`config.mk`:
```
export PLATFORM = sky130hd
export DESIGN_NAME = qdb_core
export DESIGN_NICKNAME = d
export VERILOG_FILES = /design/src/pkg/qdb_pkg.sv /design/src/hw/qdb_core.sv
export SDC_FILE = /design/constraint.sdc
export NUM_CORES = 1
export LEC_CHECK = 0
export BUFFER_PORTS_ARGS = -buffer_cell sky130_fd_sc_hd__buf_2
export CAP_MARGIN = 20
export CORE_MARGIN = 2
export CORE_UTILIZATION = 55
export CTS_CLUSTER_SIZE = 28
export DETAILED_ROUTE_END_ITERATION = 10
export GPL_TIMING_DRIVEN = 0
export HOLD_SLACK_MARGIN = 0.12
export PLACE_DENSITY_LB_ADDON = 0.08
export SYNTH_ARGS = -nofsm -noshare
export SYNTH_HDL_FRONTEND = slang
export SYNTH_SLANG_ARGS = --single-unit
```
`constraint.sdc`:
```
create_clock -name CLOCK_I -period 3.35 [get_ports CLOCK_I]
set_input_delay 0.67 -clock CLOCK_I [delete_from_list [all_inputs] [get_ports CLOCK_I]]
set_output_delay 0.67 -clock CLOCK_I [all_outputs]
set_load 0.01 [all_outputs]
```
`src/pkg/qdb_pkg.sv`:
```
// Purpose: shared constants and types of the quad dac double buffer core
// Assumes: 100 MHz core clock, 2-wire link sampled by core clock
// Notes:   data word layout is mode, clear, load, right-justified code
package qdb_pkg;
	localparam int          NUM_CH     = 4;
	localparam int          CODE_W     = 12;
	localparam int          MODE_W     = 2;
	// data word bit positions
	localparam int          BIT_MODE_HI = 15;
	localparam int          BIT_MODE_LO = 14;
	localparam int          BIT_CLR_N   = 13;
	localparam int          BIT_LD_N    = 12;
	// power mode encodings
	localparam logic [1:0]  MODE_NORMAL = 2'h0;
	localparam logic [1:0]  MODE_PD_1K  = 2'h1;
	localparam logic [1:0]  MODE_PD_100K = 2'h2;
	localparam logic [1:0]  MODE_PD_HIZ = 2'h3;
	// wake time from power-down, 5 V figure
	localparam real         WAKE_TIME_US = 2.5;
	localparam real         CLK_MHZ      = 100.0;
	localparam int          WAKE_CYC     = int'(WAKE_TIME_US * CLK_MHZ);
	localparam int          WAKE_W       = 9;
	// apb map, byte addresses
	localparam logic [7:0]  ADR_CMD    = 8'h00;
	localparam logic [7:0]  ADR_STATUS = 8'h04;
	localparam logic [7:0]  ADR_INPUT0 = 8'h10;
	localparam logic [7:0]  ADR_DAC0   = 8'h20;
	localparam int          CMD_SEL_LSB = 16;
	localparam logic [31:0] RD_ZERO    = 32'h0000_0000;
	// 2-wire framing
	localparam int          BIT_CNT_W  = 4;
	localparam logic [3:0]  BITS_BYTE  = 4'h8;
	localparam logic [3:0]  BITS_ACK   = 4'h9;
	// slave address upper six bits; value is arbitrary
	localparam logic [5:0]  SLV_ADR_BASE = 6'h0C;

	typedef struct packed {
		logic [MODE_W-1:0] mode;
		logic              clr_n;
		logic              ld_n;
		logic [CODE_W-1:0] code;
	} qdb_word_t;

	typedef struct packed {
		logic [NUM_CH-1:0] sel;
		qdb_word_t         word;
	} qdb_cmd_t;

	typedef enum logic [5:0] {
		ST_IDLE = 6'b000001,
		ST_ADR  = 6'b000010,
		ST_PTR  = 6'b000100,
		ST_MSB  = 6'b001000,
		ST_LSB  = 6'b010000,
		ST_SKIP = 6'b100000
	} qdb_state_t;
endpackage

```
`src/hw/qdb_core.sv`:
```
// Purpose: quad dac input/output registers, load control, power modes
// Assumes: scl and sda arrive asynchronous; two-flop synchronised here
// Notes:   readback over the link is not handled; apb shows command, status, input, code and mode state
// Contract
// on write completion copy received code into each addressed input register.
// load bit high keeps output-code registers unchanged.
// load bit low moves input registers into output-code registers.
// only channels written since their last load get updated.
// mode bits are data word bits 15 and 14.
// mode 00 normal, 01 1k load, 10 100k load, 11 high impedance.
// power-down keeps output-code registers intact.
// output resumes 2.5 us after eighth clock rise of the write.
// master writes three channels load high, then the last load low.
// address-select pin forms part of the slave address.
// bit 13 active-low clear, bit 12 active-low load, then code msb first.
// clear bit low zeroes all input and output-code registers.
// one write reaches every channel selected in the pointer byte.
// reset clears all registers and selects normal mode; the code resets act_r and the scl/sda synchroniser flops to 1.
`timescale 1ns/1ps
module qdb_core
	import qdb_pkg::*;
(
	input  wire logic                     CLOCK_I,
	input  wire logic                     RST_B_I,
	input  wire logic                     PSEL_I,
	input  wire logic                     PENABLE_I,
	input  wire logic                     PWRITE_I,
	input  wire logic [7:0]               PADDR_I,
	input  wire logic [31:0]              PWDATA_I,
	output logic      [31:0]              PRDATA_O,
	output logic                          PREADY_O,
	output logic                          PSLVERR_O,
	input  wire logic                     SCL_I,
	input  wire logic                     SDA_I,
	output logic                          SDA_O,
	output logic                          SDA_OE_O,
	input  wire logic                     ADDRESS_SELECT_PIN_I,
	output logic      [NUM_CH*CODE_W-1:0] DAC_CODE_O,
	output logic      [NUM_CH*MODE_W-1:0] POWER_MODE_O,
	output logic      [NUM_CH-1:0]        OUT_ACTIVE_O
);
	// synchronisers: first stage read only by second
	logic [1:0] scl_s_r, sda_s_r, asel_s_r;
	logic       scl_d_r, sda_d_r;
	always_ff @(posedge CLOCK_I or negedge RST_B_I) begin
		if (!RST_B_I) begin
			scl_s_r  <= 2'h3;
			sda_s_r  <= 2'h3;
			asel_s_r <= 2'h0;
			scl_d_r  <= 1'b1;
			sda_d_r  <= 1'b1;
		end else begin
			scl_s_r  <= {scl_s_r[0], SCL_I};
			sda_s_r  <= {sda_s_r[0], SDA_I};
			asel_s_r <= {asel_s_r[0], ADDRESS_SELECT_PIN_I};
			scl_d_r  <= scl_s_r[1];
			sda_d_r  <= sda_s_r[1];
		end
	end

	wire scl    = scl_s_r[1];
	wire sda    = sda_s_r[1];
	wire scl_rise = scl & ~scl_d_r;
	wire scl_fall = ~scl & scl_d_r;
	wire start_c  = scl & scl_d_r & sda_d_r & ~sda;
	wire stop_c   = scl & scl_d_r & ~sda_d_r & sda;

	// link receiver
	qdb_state_t           st_r, st_nxt;
	logic [BIT_CNT_W-1:0] bit_r;
	logic [7:0]           sh_r;
	logic [7:0]           msb_r;
	logic [NUM_CH-1:0]    ptr_r;
	logic                 ack_r;
	wire [7:0]            sh_in = {sh_r[6:0], sda};
	wire                  byte_done = scl_rise & (bit_r == BITS_BYTE - 4'h1);
	wire                  bit9_fall = scl_fall & (bit_r == BITS_ACK);
	// address pin
	wire                  adr_hit = (sh_in[7:1] == {SLV_ADR_BASE, asel_s_r[1]}) & ~sh_in[0];
	// commit on eighth rise of final byte
	wire                  link_commit = byte_done & (st_r == ST_LSB);

	always_comb begin
		st_nxt = st_r;
		if (byte_done) begin
			case (st_r)
				ST_ADR:  st_nxt = adr_hit ? ST_PTR : ST_SKIP;
				ST_PTR:  st_nxt = ST_MSB;
				ST_MSB:  st_nxt = ST_LSB;
				ST_LSB:  st_nxt = ST_MSB;
				ST_IDLE: st_nxt = ST_IDLE;
				ST_SKIP: st_nxt = ST_SKIP;
				default: st_nxt = ST_IDLE;
			endcase
		end
		if (start_c) begin
			st_nxt = ST_ADR;
		end else if (stop_c) begin
			st_nxt = ST_IDLE;
		end
	end

	always_ff @(posedge CLOCK_I or negedge RST_B_I) begin
		if (!RST_B_I) begin
			st_r  <= ST_IDLE;
			bit_r <= '0;
			sh_r  <= 8'h00;
			msb_r <= 8'h00;
			ptr_r <= '0;
			ack_r <= 1'b0;
		end else begin
			st_r <= st_nxt;
			if (start_c || stop_c || bit9_fall) begin
				bit_r <= '0;
			end else if (scl_rise) begin
				bit_r <= bit_r + 4'h1;
			end
			if (scl_rise) begin
				sh_r <= sh_in;
			end
			if (byte_done && st_r == ST_PTR) begin
				ptr_r <= sh_in[NUM_CH-1:0];
			end
			if (byte_done && st_r == ST_MSB) begin
				msb_r <= sh_in;
			end
			// ack by pulling sda low through the ninth clock
			if (scl_fall && bit_r == BITS_BYTE) begin
				ack_r <= (st_r == ST_PTR) | (st_r == ST_MSB) | (st_r == ST_LSB);
			end else if (bit9_fall || start_c || stop_c) begin
				ack_r <= 1'b0;
			end
		end
	end

	// apb slave, no wait states
	logic              rdy_r, err_r;
	logic [31:0]       rd_r;
	qdb_cmd_t          apb_cmd_r;
	logic              apb_pend_r;
	logic [CODE_W-1:0] inp_r [NUM_CH];
	logic [CODE_W-1:0] dac_r [NUM_CH];
	logic [MODE_W-1:0] mode_r [NUM_CH];
	logic [NUM_CH-1:0] dirty_r, act_r;
	wire               setup_c  = PSEL_I & ~PENABLE_I;
	wire               access_c = PSEL_I & PENABLE_I & rdy_r;
	wire [1:0]         ch_idx   = PADDR_I[3:2];
	wire               is_inp   = (PADDR_I[7:4] == ADR_INPUT0[7:4]) & (PADDR_I[1:0] == 2'h0);
	wire               is_dac   = (PADDR_I[7:4] == ADR_DAC0[7:4]) & (PADDR_I[1:0] == 2'h0);
	wire               is_cmd   = PADDR_I == ADR_CMD;
	wire               is_stat  = PADDR_I == ADR_STATUS;
	wire               bad_adr  = ~(is_inp | is_dac | is_cmd | (is_stat & ~PWRITE_I));
	wire [31:0]        rd_mux   =
		is_cmd  ? {12'h000, apb_cmd_r} :
		is_stat ? {23'h000000, apb_pend_r, act_r, dirty_r} :
		is_inp  ? {20'h00000, inp_r[ch_idx]} :
		is_dac  ? {18'h00000, mode_r[ch_idx], dac_r[ch_idx]} : RD_ZERO;
	wire               apb_wr   = access_c & PWRITE_I & is_cmd;

	always_ff @(posedge CLOCK_I or negedge RST_B_I) begin
		if (!RST_B_I) begin
			rdy_r <= 1'b0;
			err_r <= 1'b0;
			rd_r  <= RD_ZERO;
		end else begin
			rdy_r <= setup_c;
			err_r <= setup_c & bad_adr;
			rd_r  <= (setup_c & ~PWRITE_I) ? rd_mux : RD_ZERO;
		end
	end

	// a link commit takes the update slot; a software command waits one cycle
	wire       apb_go = apb_pend_r & ~link_commit;
	qdb_cmd_t  cmd;
	assign cmd.sel  = link_commit ? ptr_r : apb_cmd_r.sel;
	// word layout
	assign cmd.word = link_commit ? qdb_word_t'({msb_r, sh_in}) : apb_cmd_r.word;
	wire       commit = link_commit | apb_go;

	always_ff @(posedge CLOCK_I or negedge RST_B_I) begin
		if (!RST_B_I) begin
			apb_cmd_r  <= '0;
			apb_pend_r <= 1'b0;
		end else begin
			if (apb_wr) begin
				apb_cmd_r <= qdb_cmd_t'(PWDATA_I[CMD_SEL_LSB+NUM_CH-1:0]);
			end
			apb_pend_r <= apb_wr | (apb_pend_r & ~apb_go);
		end
	end

	// per-channel registers
	genvar g;
	generate
		for (g = 0; g < NUM_CH; g++) begin : g_ch
			// pointer select
			wire                  hit  = commit & cmd.sel[g];
			// only changed inputs load
			wire                  load = commit & ~cmd.word.ld_n & (dirty_r[g] | cmd.sel[g]);
			wire                  clr  = commit & ~cmd.word.clr_n;
			logic [WAKE_W-1:0]    wake_r;
			always_ff @(posedge CLOCK_I or negedge RST_B_I) begin
				if (!RST_B_I) begin
					// reset state
					inp_r[g]   <= '0;
					dac_r[g]   <= '0;
					mode_r[g]  <= MODE_NORMAL;
					dirty_r[g] <= 1'b0;
					wake_r     <= '0;
					act_r[g]   <= 1'b1;
				end else begin
					if (clr) begin
						// clear all
						inp_r[g]   <= '0;
						dac_r[g]   <= '0;
						dirty_r[g] <= 1'b0;
					end else begin
						// input register
						if (hit) begin
							inp_r[g] <= cmd.word.code;
						end
						// transfer; R2 hold when load bit high
						if (load) begin
							dac_r[g] <= hit ? cmd.word.code : inp_r[g];
						end
						dirty_r[g] <= load ? 1'b0 : (dirty_r[g] | hit);
					end
					// mode kept apart from codes
					if (hit) begin
						mode_r[g] <= cmd.word.mode;
					end
					// wake delay after leaving power-down
					if (hit && cmd.word.mode == MODE_NORMAL && mode_r[g] != MODE_NORMAL) begin
						wake_r   <= WAKE_W'(WAKE_CYC);
						act_r[g] <= 1'b0;
					end else if (hit && cmd.word.mode != MODE_NORMAL) begin
						wake_r   <= '0;
						act_r[g] <= 1'b0;
					end else if (wake_r != '0) begin
						wake_r   <= wake_r - WAKE_W'(1);
						act_r[g] <= (wake_r == WAKE_W'(1));
					end
				end
			end
			assign DAC_CODE_O[g*CODE_W +: CODE_W]   = dac_r[g];
			assign POWER_MODE_O[g*MODE_W +: MODE_W] = mode_r[g];
		end
	endgenerate

	assign OUT_ACTIVE_O = act_r;
	assign PRDATA_O     = rd_r;
	assign PREADY_O     = rdy_r;
	assign PSLVERR_O    = err_r;
	assign SDA_O        = 1'b0;
	assign SDA_OE_O     = ack_r;
endmodule

```
==> results of run 1 <==
==> cell type report <==
| type | count | area share (%) |
|---|---|---|
| repair buffers | 119 | 4.739 |
| multi-input cells | 822 | 41.05 |
| diodes | 1 | 0.01816 |
| inverters | 37 | 1.008 |
| clock buffers | 38 | 5.112 |
| well taps | 275 | 2.497 |
| flip-flops and latches | 229 | 41.68 |
| clock inverters | 7 | 0.6174 |
| plain buffers | 99 | 3.278 |
==> cells by family after synthesis <==
family / count (synthesis) / synth area share [%]
simple gates: 344 / 14.37
compound gates: 319 / 16.64
flops: 229 / 48.12
buf+inv: 136 / 4.947
mux: 118 / 13.49
xor+xnor: 17 / 1.247
fa+ha+maj: 11 / 1.153
other cells: 1 / 0.03141
==> cells in the mapped netlist, types with 11 or more instances <==
cell type	instances
nor3_1	18
and3_1	14
inv_1	37
dfstp_2	11
nor2b_1	17
o221a_2	33
a21oi_1	91
nor2_1	51
a22oi_1	14
mux4_2	26
mux2i_1	11
mux2_2	80
o21ai_0	130
dfrtp_1	218
clkbuf_1	63
nand2b_1	13
ha_1	11
and2_1	41
nand2_1	137
buf_4	14
a31oi_1	15
==> worst max-delay path: stages, from the launching register on <==
cell      delay [ns]
dfrtp_1         0.37
clkbuf_2        0.17
or3b_4          0.43
nor4_1          0.26
buf_2           0.31
mux2i_1         0.53
o31ai_2         0.27
buf_2           0.31
mux2_2          0.31
==> power breakdown <==
group | switching, mW | internal (mW)
clock | 1.12 | 1.60
combinational | 0.226 | 0.132
sequential | 0.0738 | 2.82
total | 1.42 | 4.55
==> what timing repair did <==
action                     CTS  global route
hold buffers                 0             0
buffers inserted             0             1
setup endpoints to repair    0             9
gates resized for setup      0             1
==> through the flow <==
step           hold slack [ns]  area [µm²]  util, %  setup TNS (ns)  setup slack (ns)
6_report                0.1780       13780    65.14               0            0.2603
5_1_grt                 0.2372       13780    65.14               0           0.04531
2_1_floorplan           0.3312       11980        -               0            0.7216
3_5_place_dp            0.3370       12940    61.19         -0.4562           -0.1764
4_1_cts                 0.2342       13730    64.93               0           0.04161
3_3_place_gp            0.3361       12910    61.02         -540.70            -2.455
==> path summary, 6_finish.rpt <==
kind	end	slack, ns
hold / removal	g_ch[1].wake_r[6]	0.18
setup reg to reg	DAC_CODE_O[30]	0.26
hold reg to reg	asel_s_r[1]	0.35
min in group CLOCK_I	scl_s_r[0]	0.25
max in group asynchronous	DAC_CODE_O[40]	2.11
setup / recovery	DAC_CODE_O[30]	0.26
==> state kept, by name, indices dropped and copies added (netlist names), 6 cells and up <==
| register | count |
|---|---|
| DAC_CODE_O | 48 |
| POWER_MODE_O | 8 |
| PRDATA_O | 20 |
| apb_cmd_r | 20 |
| g_ch.wake_r | 36 |
| inp_r | 48 |
| msb_r | 8 |
| sh_r | 7 |
| st_r | 6 |
==> metal layers <==
| metal | GRT usage, % | up-vias |
|---|---|---|
| met2 | 50.48 | 498 |
| met4 | 13.46 | 0 |
| met3 | 10.06 | 97 |
| met5 | 0 | - |
| met1 | 48.57 | 4958 |
| li1 | - | 4497 |
==> results.tsv, run 1 <==
stage	metric	value	unit
synth	Synth top area share	45.70	%
finish	Sequential Area	5744	µm²
synth	area leader, netlist	dfrtp_1	
floorplanning	# rows	53	
critical_path	arrival time of the worst setup path	3.49	ns
clocking	TritonCTS clock tree	done	
clocking	clock buffer count from CTS	25	
synth	top_reg_cell synth	dfrtp_1	
finish	layout cells sized above 1	25.31	%
detailed_routing	met3 wire len	4.092	mm
critical_path	Max FO, Critical Path	10	
detailed_routing	WL met1	16.31	mm
power_and_ir_drop	Leak Pwr	6.553	nW
synth	Cells after Synth	1175	
synth	syn avg cell area	10.16	µm²
detailed_routing	post-route ant nets	0	
clocking	clk sinks	229	
synth	Syn Std Cell Area	11940	µm²
finish	post-route insts no fill	1627	
grt	first-pass GRT wire length	58.10	mm
grt	largest net degree at the start of global routing	117	
timing	fin crit share	92.23	%
synth	Yosys cell types	56	
clocking	Clock Tree Root	clkbuf_16	
detailed_routing	Wirelength per Cell	23.73	µm
detailed_routing	First DRT Iteration DRCs	845	
critical_path	Critical path origin	st_r[5]	
synth	synth warn	0	
timing	Worst Tran Pin Value	1.002	ns
clocking	clk slew on worst S/H paths	0.07	ns
critical_path	Worst Setup Start Kind	register	
detailed_routing	total number of vias	10050	
finish	layout filler cell count	1776	
floorplanning	Starting Density	56.43	%
synth	flops & latches, synth	229	
place	Final HPWL DP	27.30	mm
critical_path	critical path type	register to register	
grt	remaining global-route overflow	0	
timing	Max Clock Skew	0.01828	ns
clocking	CTS Buffer Depth	3	
finish	area grow syn2layout	15.44	%
critical_path	worst r2r src	st_r[5]	
detailed_routing	DR pass1 iterations	5	
detailed_routing	vias per inst	6.177	
finish	commonest non-fill, non-tap cell in the layout	dfrtp_1	
detailed_routing	Total Wirelength	38.61	mm
timing	Slew HR	33.21	%
floorplanning	Top-Level Pins	144	
timing	post-route minimum period	3.090	ns
timing	RSZ-0062 raised after global routing	false	
finish	most frequent cells in the layout	218 x dfrtp_1, 137 x nand2_1, 130 x o21ai_0, 124 x buf_2, 91 x a21oi_1	
place	placed cells	1579	
power_and_ir_drop	VDD IR max	0.4844	mV
grt	number of global-route vias before repair	9696	
detailed_routing	WL met2	16.67	mm
status	status	finished clean	
clocking	clock latency on the worst-skew pair	0.53	ns
timing	Final Max Tran Viols	0	
critical_path	reg2reg path depth	8	
floorplanning	die height	151.3	µm
floorplanning	Core Area	21150	µm²
detailed_routing	number of remaining DRC errors	0	
power_and_ir_drop	Tot Pwr	5.969	mW
timing	Max Fclk	0.3237	GHz
timing	Fin. Hold Viols	0	
synth	post-synthesis async set-or-reset flop share	100.0	%
floorplanning	width of the die	151.3	µm
grt	GR Util All Layers	34.49	%
job	MaxCap Viol Count	0	
detailed_routing	DR top layer	met4	
synth	Seq/Total Area, Yosys	48.12	%
critical_path	Crit path required time	3.75	ns
synth	Post-synth EDFFs	0	
grt	initial antenna violation count	2	
floorplanning	die area	22900	µm²
place	port bufs	116	
power_and_ir_drop	PwrDens	433.1	nW/µm²
place	Routability Congestion	1.030	
critical_path	Setup crit end kind	register	
timing	setup violators final	0	
finish	Final nets	1392	
clocking	H-tree Lvls	1	
synth	dominant cells by area after synthesis	dfrtp_1 46%, mux2_2 7.5%, o21ai_0 5.5%, mux4_2 4.9%, nand2_1 4.3%	
worst_hold_path	Worst Hold Class	primary input to async pin	
finish	multi-input logic area	5657	µm²
Power figures use the tool's default switching activity.
==> inputs of run 2 (changes only) <==
Settings changed: GPL_TIMING_DRIVEN 0 to 1.
==> run 2 against run 1 <==
Effect of this change:
- register-to-register slack improved by 0.15 ns
- final area down 0.77%
- die area stayed put
- clock-buffer cell count decreased by 1
- non-clock buffer count down 67
- largest power group is now clock
==> results.tsv, run 2 (synthesis results as in run 1) <==
stage	metric	value	unit	change
critical_path	Crit path required time	3.75	ns	about the same
detailed_routing	Total Wirelength	33.85	mm	-12%
critical_path	Setup crit end kind	register		
place	Routability Congestion	0.9054		-12%
timing	fin crit share	87.62	%	-4.6 points
critical_path	Max FO, Critical Path	7		-3
clocking	H-tree Lvls	1		unchanged
clocking	Post-CTS Resized	0		unchanged
critical_path	Worst Setup Start Kind	register		
status	status	finished clean		
finish	most frequent cells in the layout	218 x dfrtp_1, 137 x nand2_1, 130 x o21ai_0, 117 x buf_2, 91 x a21oi_1		
floorplanning	Top-Level Pins	144		unchanged
finish	fin area	13670	µm²	-0.77%
job	MaxCap Viol Count	0		unchanged
clocking	clk sinks	229		unchanged
critical_path	slowest cell on the critical path	o31ai_4		
grt	M3 GR Usage	6.175	%	-3.9 points
critical_path	Top delay family on crit path	simple AND/OR/NAND/NOR gates		
clocking	clock buffer count from CTS	25		unchanged
timing	Worst Tran Pin Value	1.013	ns	+0.01143 ns
floorplanning	die height	151.3	µm	unchanged
critical_path	max incr delay on CP	0.60	ns	+0.07 ns
finish	layout filler cell count	1720		-3.2%
detailed_routing	post-route ant nets	0		unchanged
grt	remaining global-route overflow	0		unchanged
timing	setup violators final	0		unchanged
clocking	clk slew on worst S/H paths	0.06	ns	about the same
power_and_ir_drop	Leak Pwr	6.550	nW	about the same
timing	Max Fclk	0.3407	GHz	+5.3%
grt	GR Util All Layers	30.53	%	-4.0 points
detailed_routing	First DRT Iteration DRCs	874		+3.4%
timing	Final Max Tran Viols	0		unchanged
clocking	clock latency on the worst-skew pair	0.53	ns	about the same
floorplanning	die area	22900	µm²	unchanged
finish	Final nets	1325		-4.8%
floorplanning	width of the die	151.3	µm	unchanged
worst_hold_path	Worst Hold Class	primary input to async pin		
detailed_routing	total number of vias	9625		-4.2%
timing	Slew HR	32.44	%	-0.76 points
clocking	Clock Tree Root	clkbuf_16		
critical_path	CP bufs+invs	1		-2
place	port bufs	118		+1.7%
finish	area grow syn2layout	14.55	%	
power_and_ir_drop	Tot Pwr	6.170	mW	+3.4%
clocking	hold_buf cts	0		unchanged
grt	number of global-route vias before repair	9335		-3.7%
critical_path	critical-path cell list	ha_1 -> nand4b_1 -> nor4_4 -> nor2_1 -> o31ai_4 -> buf_4 -> mux2_2		
detailed_routing	DR pass1 iterations	6		+1
grt	grt peak-use layer	met2		
detailed_routing	vias per inst	6.166		-0.18%
place	Final HPWL DP	22.92	mm	-16%
floorplanning	Starting Density	56.43	%	unchanged
power_and_ir_drop	PwrDens	451.2	nW/µm²	+4.2%
place	area post-placement	12780	µm²	-1.3%
timing	WHS	0.1318	ns	-0.04627 ns
floorplanning	Core Area	21150	µm²	unchanged
grt	M2 GR Usage	46.61	%	-3.9 points
grt	met1 usage	43.35	%	-5.2 points
detailed_routing	Wirelength per Cell	21.68	µm	-8.6%
critical_path	arrival time of the worst setup path	3.34	ns	-0.15 ns
grt	first-pass GRT wire length	52.97	mm	-8.8%
grt	largest net degree at the start of global routing	97		-17%
timing	Fin. Hold Viols	0		unchanged
clocking	TritonCTS clock tree	done		
finish	commonest non-fill, non-tap cell in the layout	dfrtp_1		
timing	Max Clock Skew	0.01665	ns	-0.001637 ns
timing	post-route minimum period	2.935	ns	-0.1546 ns
clocking	CTS Buffer Depth	3		unchanged
grt	initial antenna violation count	1		-1
finish	layout cells sized above 1	27.78	%	+2.5 points
clocking	post-CTS setup buffer count	0		unchanged
critical_path	critical path type	register to register		
timing	TNS Setup	0	ns	unchanged
detailed_routing	number of remaining DRC errors	0		unchanged
power_and_ir_drop	VDD IR max	0.5411	mV	+12%
floorplanning	# rows	53		unchanged
timing	RSZ-0062 raised after global routing	false		
-- run 2: changes by cell type in the layout (fill, tap and decap cells not counted), moves of 3 or more --
cell,delta
clkbuf_1,-67
buf_4,+16
buf_1,-10
buf_2,-7
clkbuf_8,+3
-- run 2: worst paths after layout --
path / from / endpoint / slack, ns / cells past startpoint
max in group asynchronous: RST_B_I / inp_r[20] / 2.35 / 2
worst max-delay path: bit_r[0] / DAC_CODE_O[14] / 0.41 / 7
worst max register to register: bit_r[0] / DAC_CODE_O[14] / 0.41 / 7
min in group CLOCK_I: SCL_I / scl_s_r[0] / 0.24 / 1
worst min-delay path: RST_B_I / g_ch[1].wake_r[8] / 0.13 / 1
worst min register to register: sda_s_r[0] / sda_s_r[1] / 0.35 / 0
-- run 2: per-layer routing --
layer | up-vias | routed length [µm] | part of all wire, %
li1 | 4363 | - | -
met1 | 4759 | 14230 | 42
met2 | 417 | 15420 | 46
met3 | 86 | 2832 | 8.4
met4 | 0 | 1359 | 4.0
met5 | - | 0 | 0
-- run 2: power by group --
group | total, mW | internal (mW) | switching, mW | leakage [nW]
Clock | 2.94 | 1.82 | 1.13 | 0.435
Sequential | 2.90 | 2.82 | 0.0846 | 3.14
Combinational | 0.322 | 0.123 | 0.199 | 2.97
-- run 2: per-stage QoR --
| step | setup WS, ns | utilization, % | cells |
|---|---|---|---|
| 4_1_cts | 0.1213 | 64.59 | 1560 |
| 3_3_place_gp | 0.2678 | 60.41 | 1514 |
| 5_1_grt | 0.03243 | 64.64 | 1561 |
| 3_5_place_dp | 0.1308 | 60.41 | 1514 |
| 6_report | 0.4148 | 64.64 | 1561 |
| 2_1_floorplan | 0.7216 | - | 1187 |
-- run 2: cell type report --
type	instances	area, µm²	area share [%]
diodes	1	2.502	0.01830
clock buffers	37	730.7	5.344
clock inverters	9	152.6	1.116
inverters	37	138.9	1.016
multi-input cells	822	5675	41.50
flip-flops and latches	229	5744	42.01
well taps	275	344.1	2.516
repair buffers	151	885.9	6.478
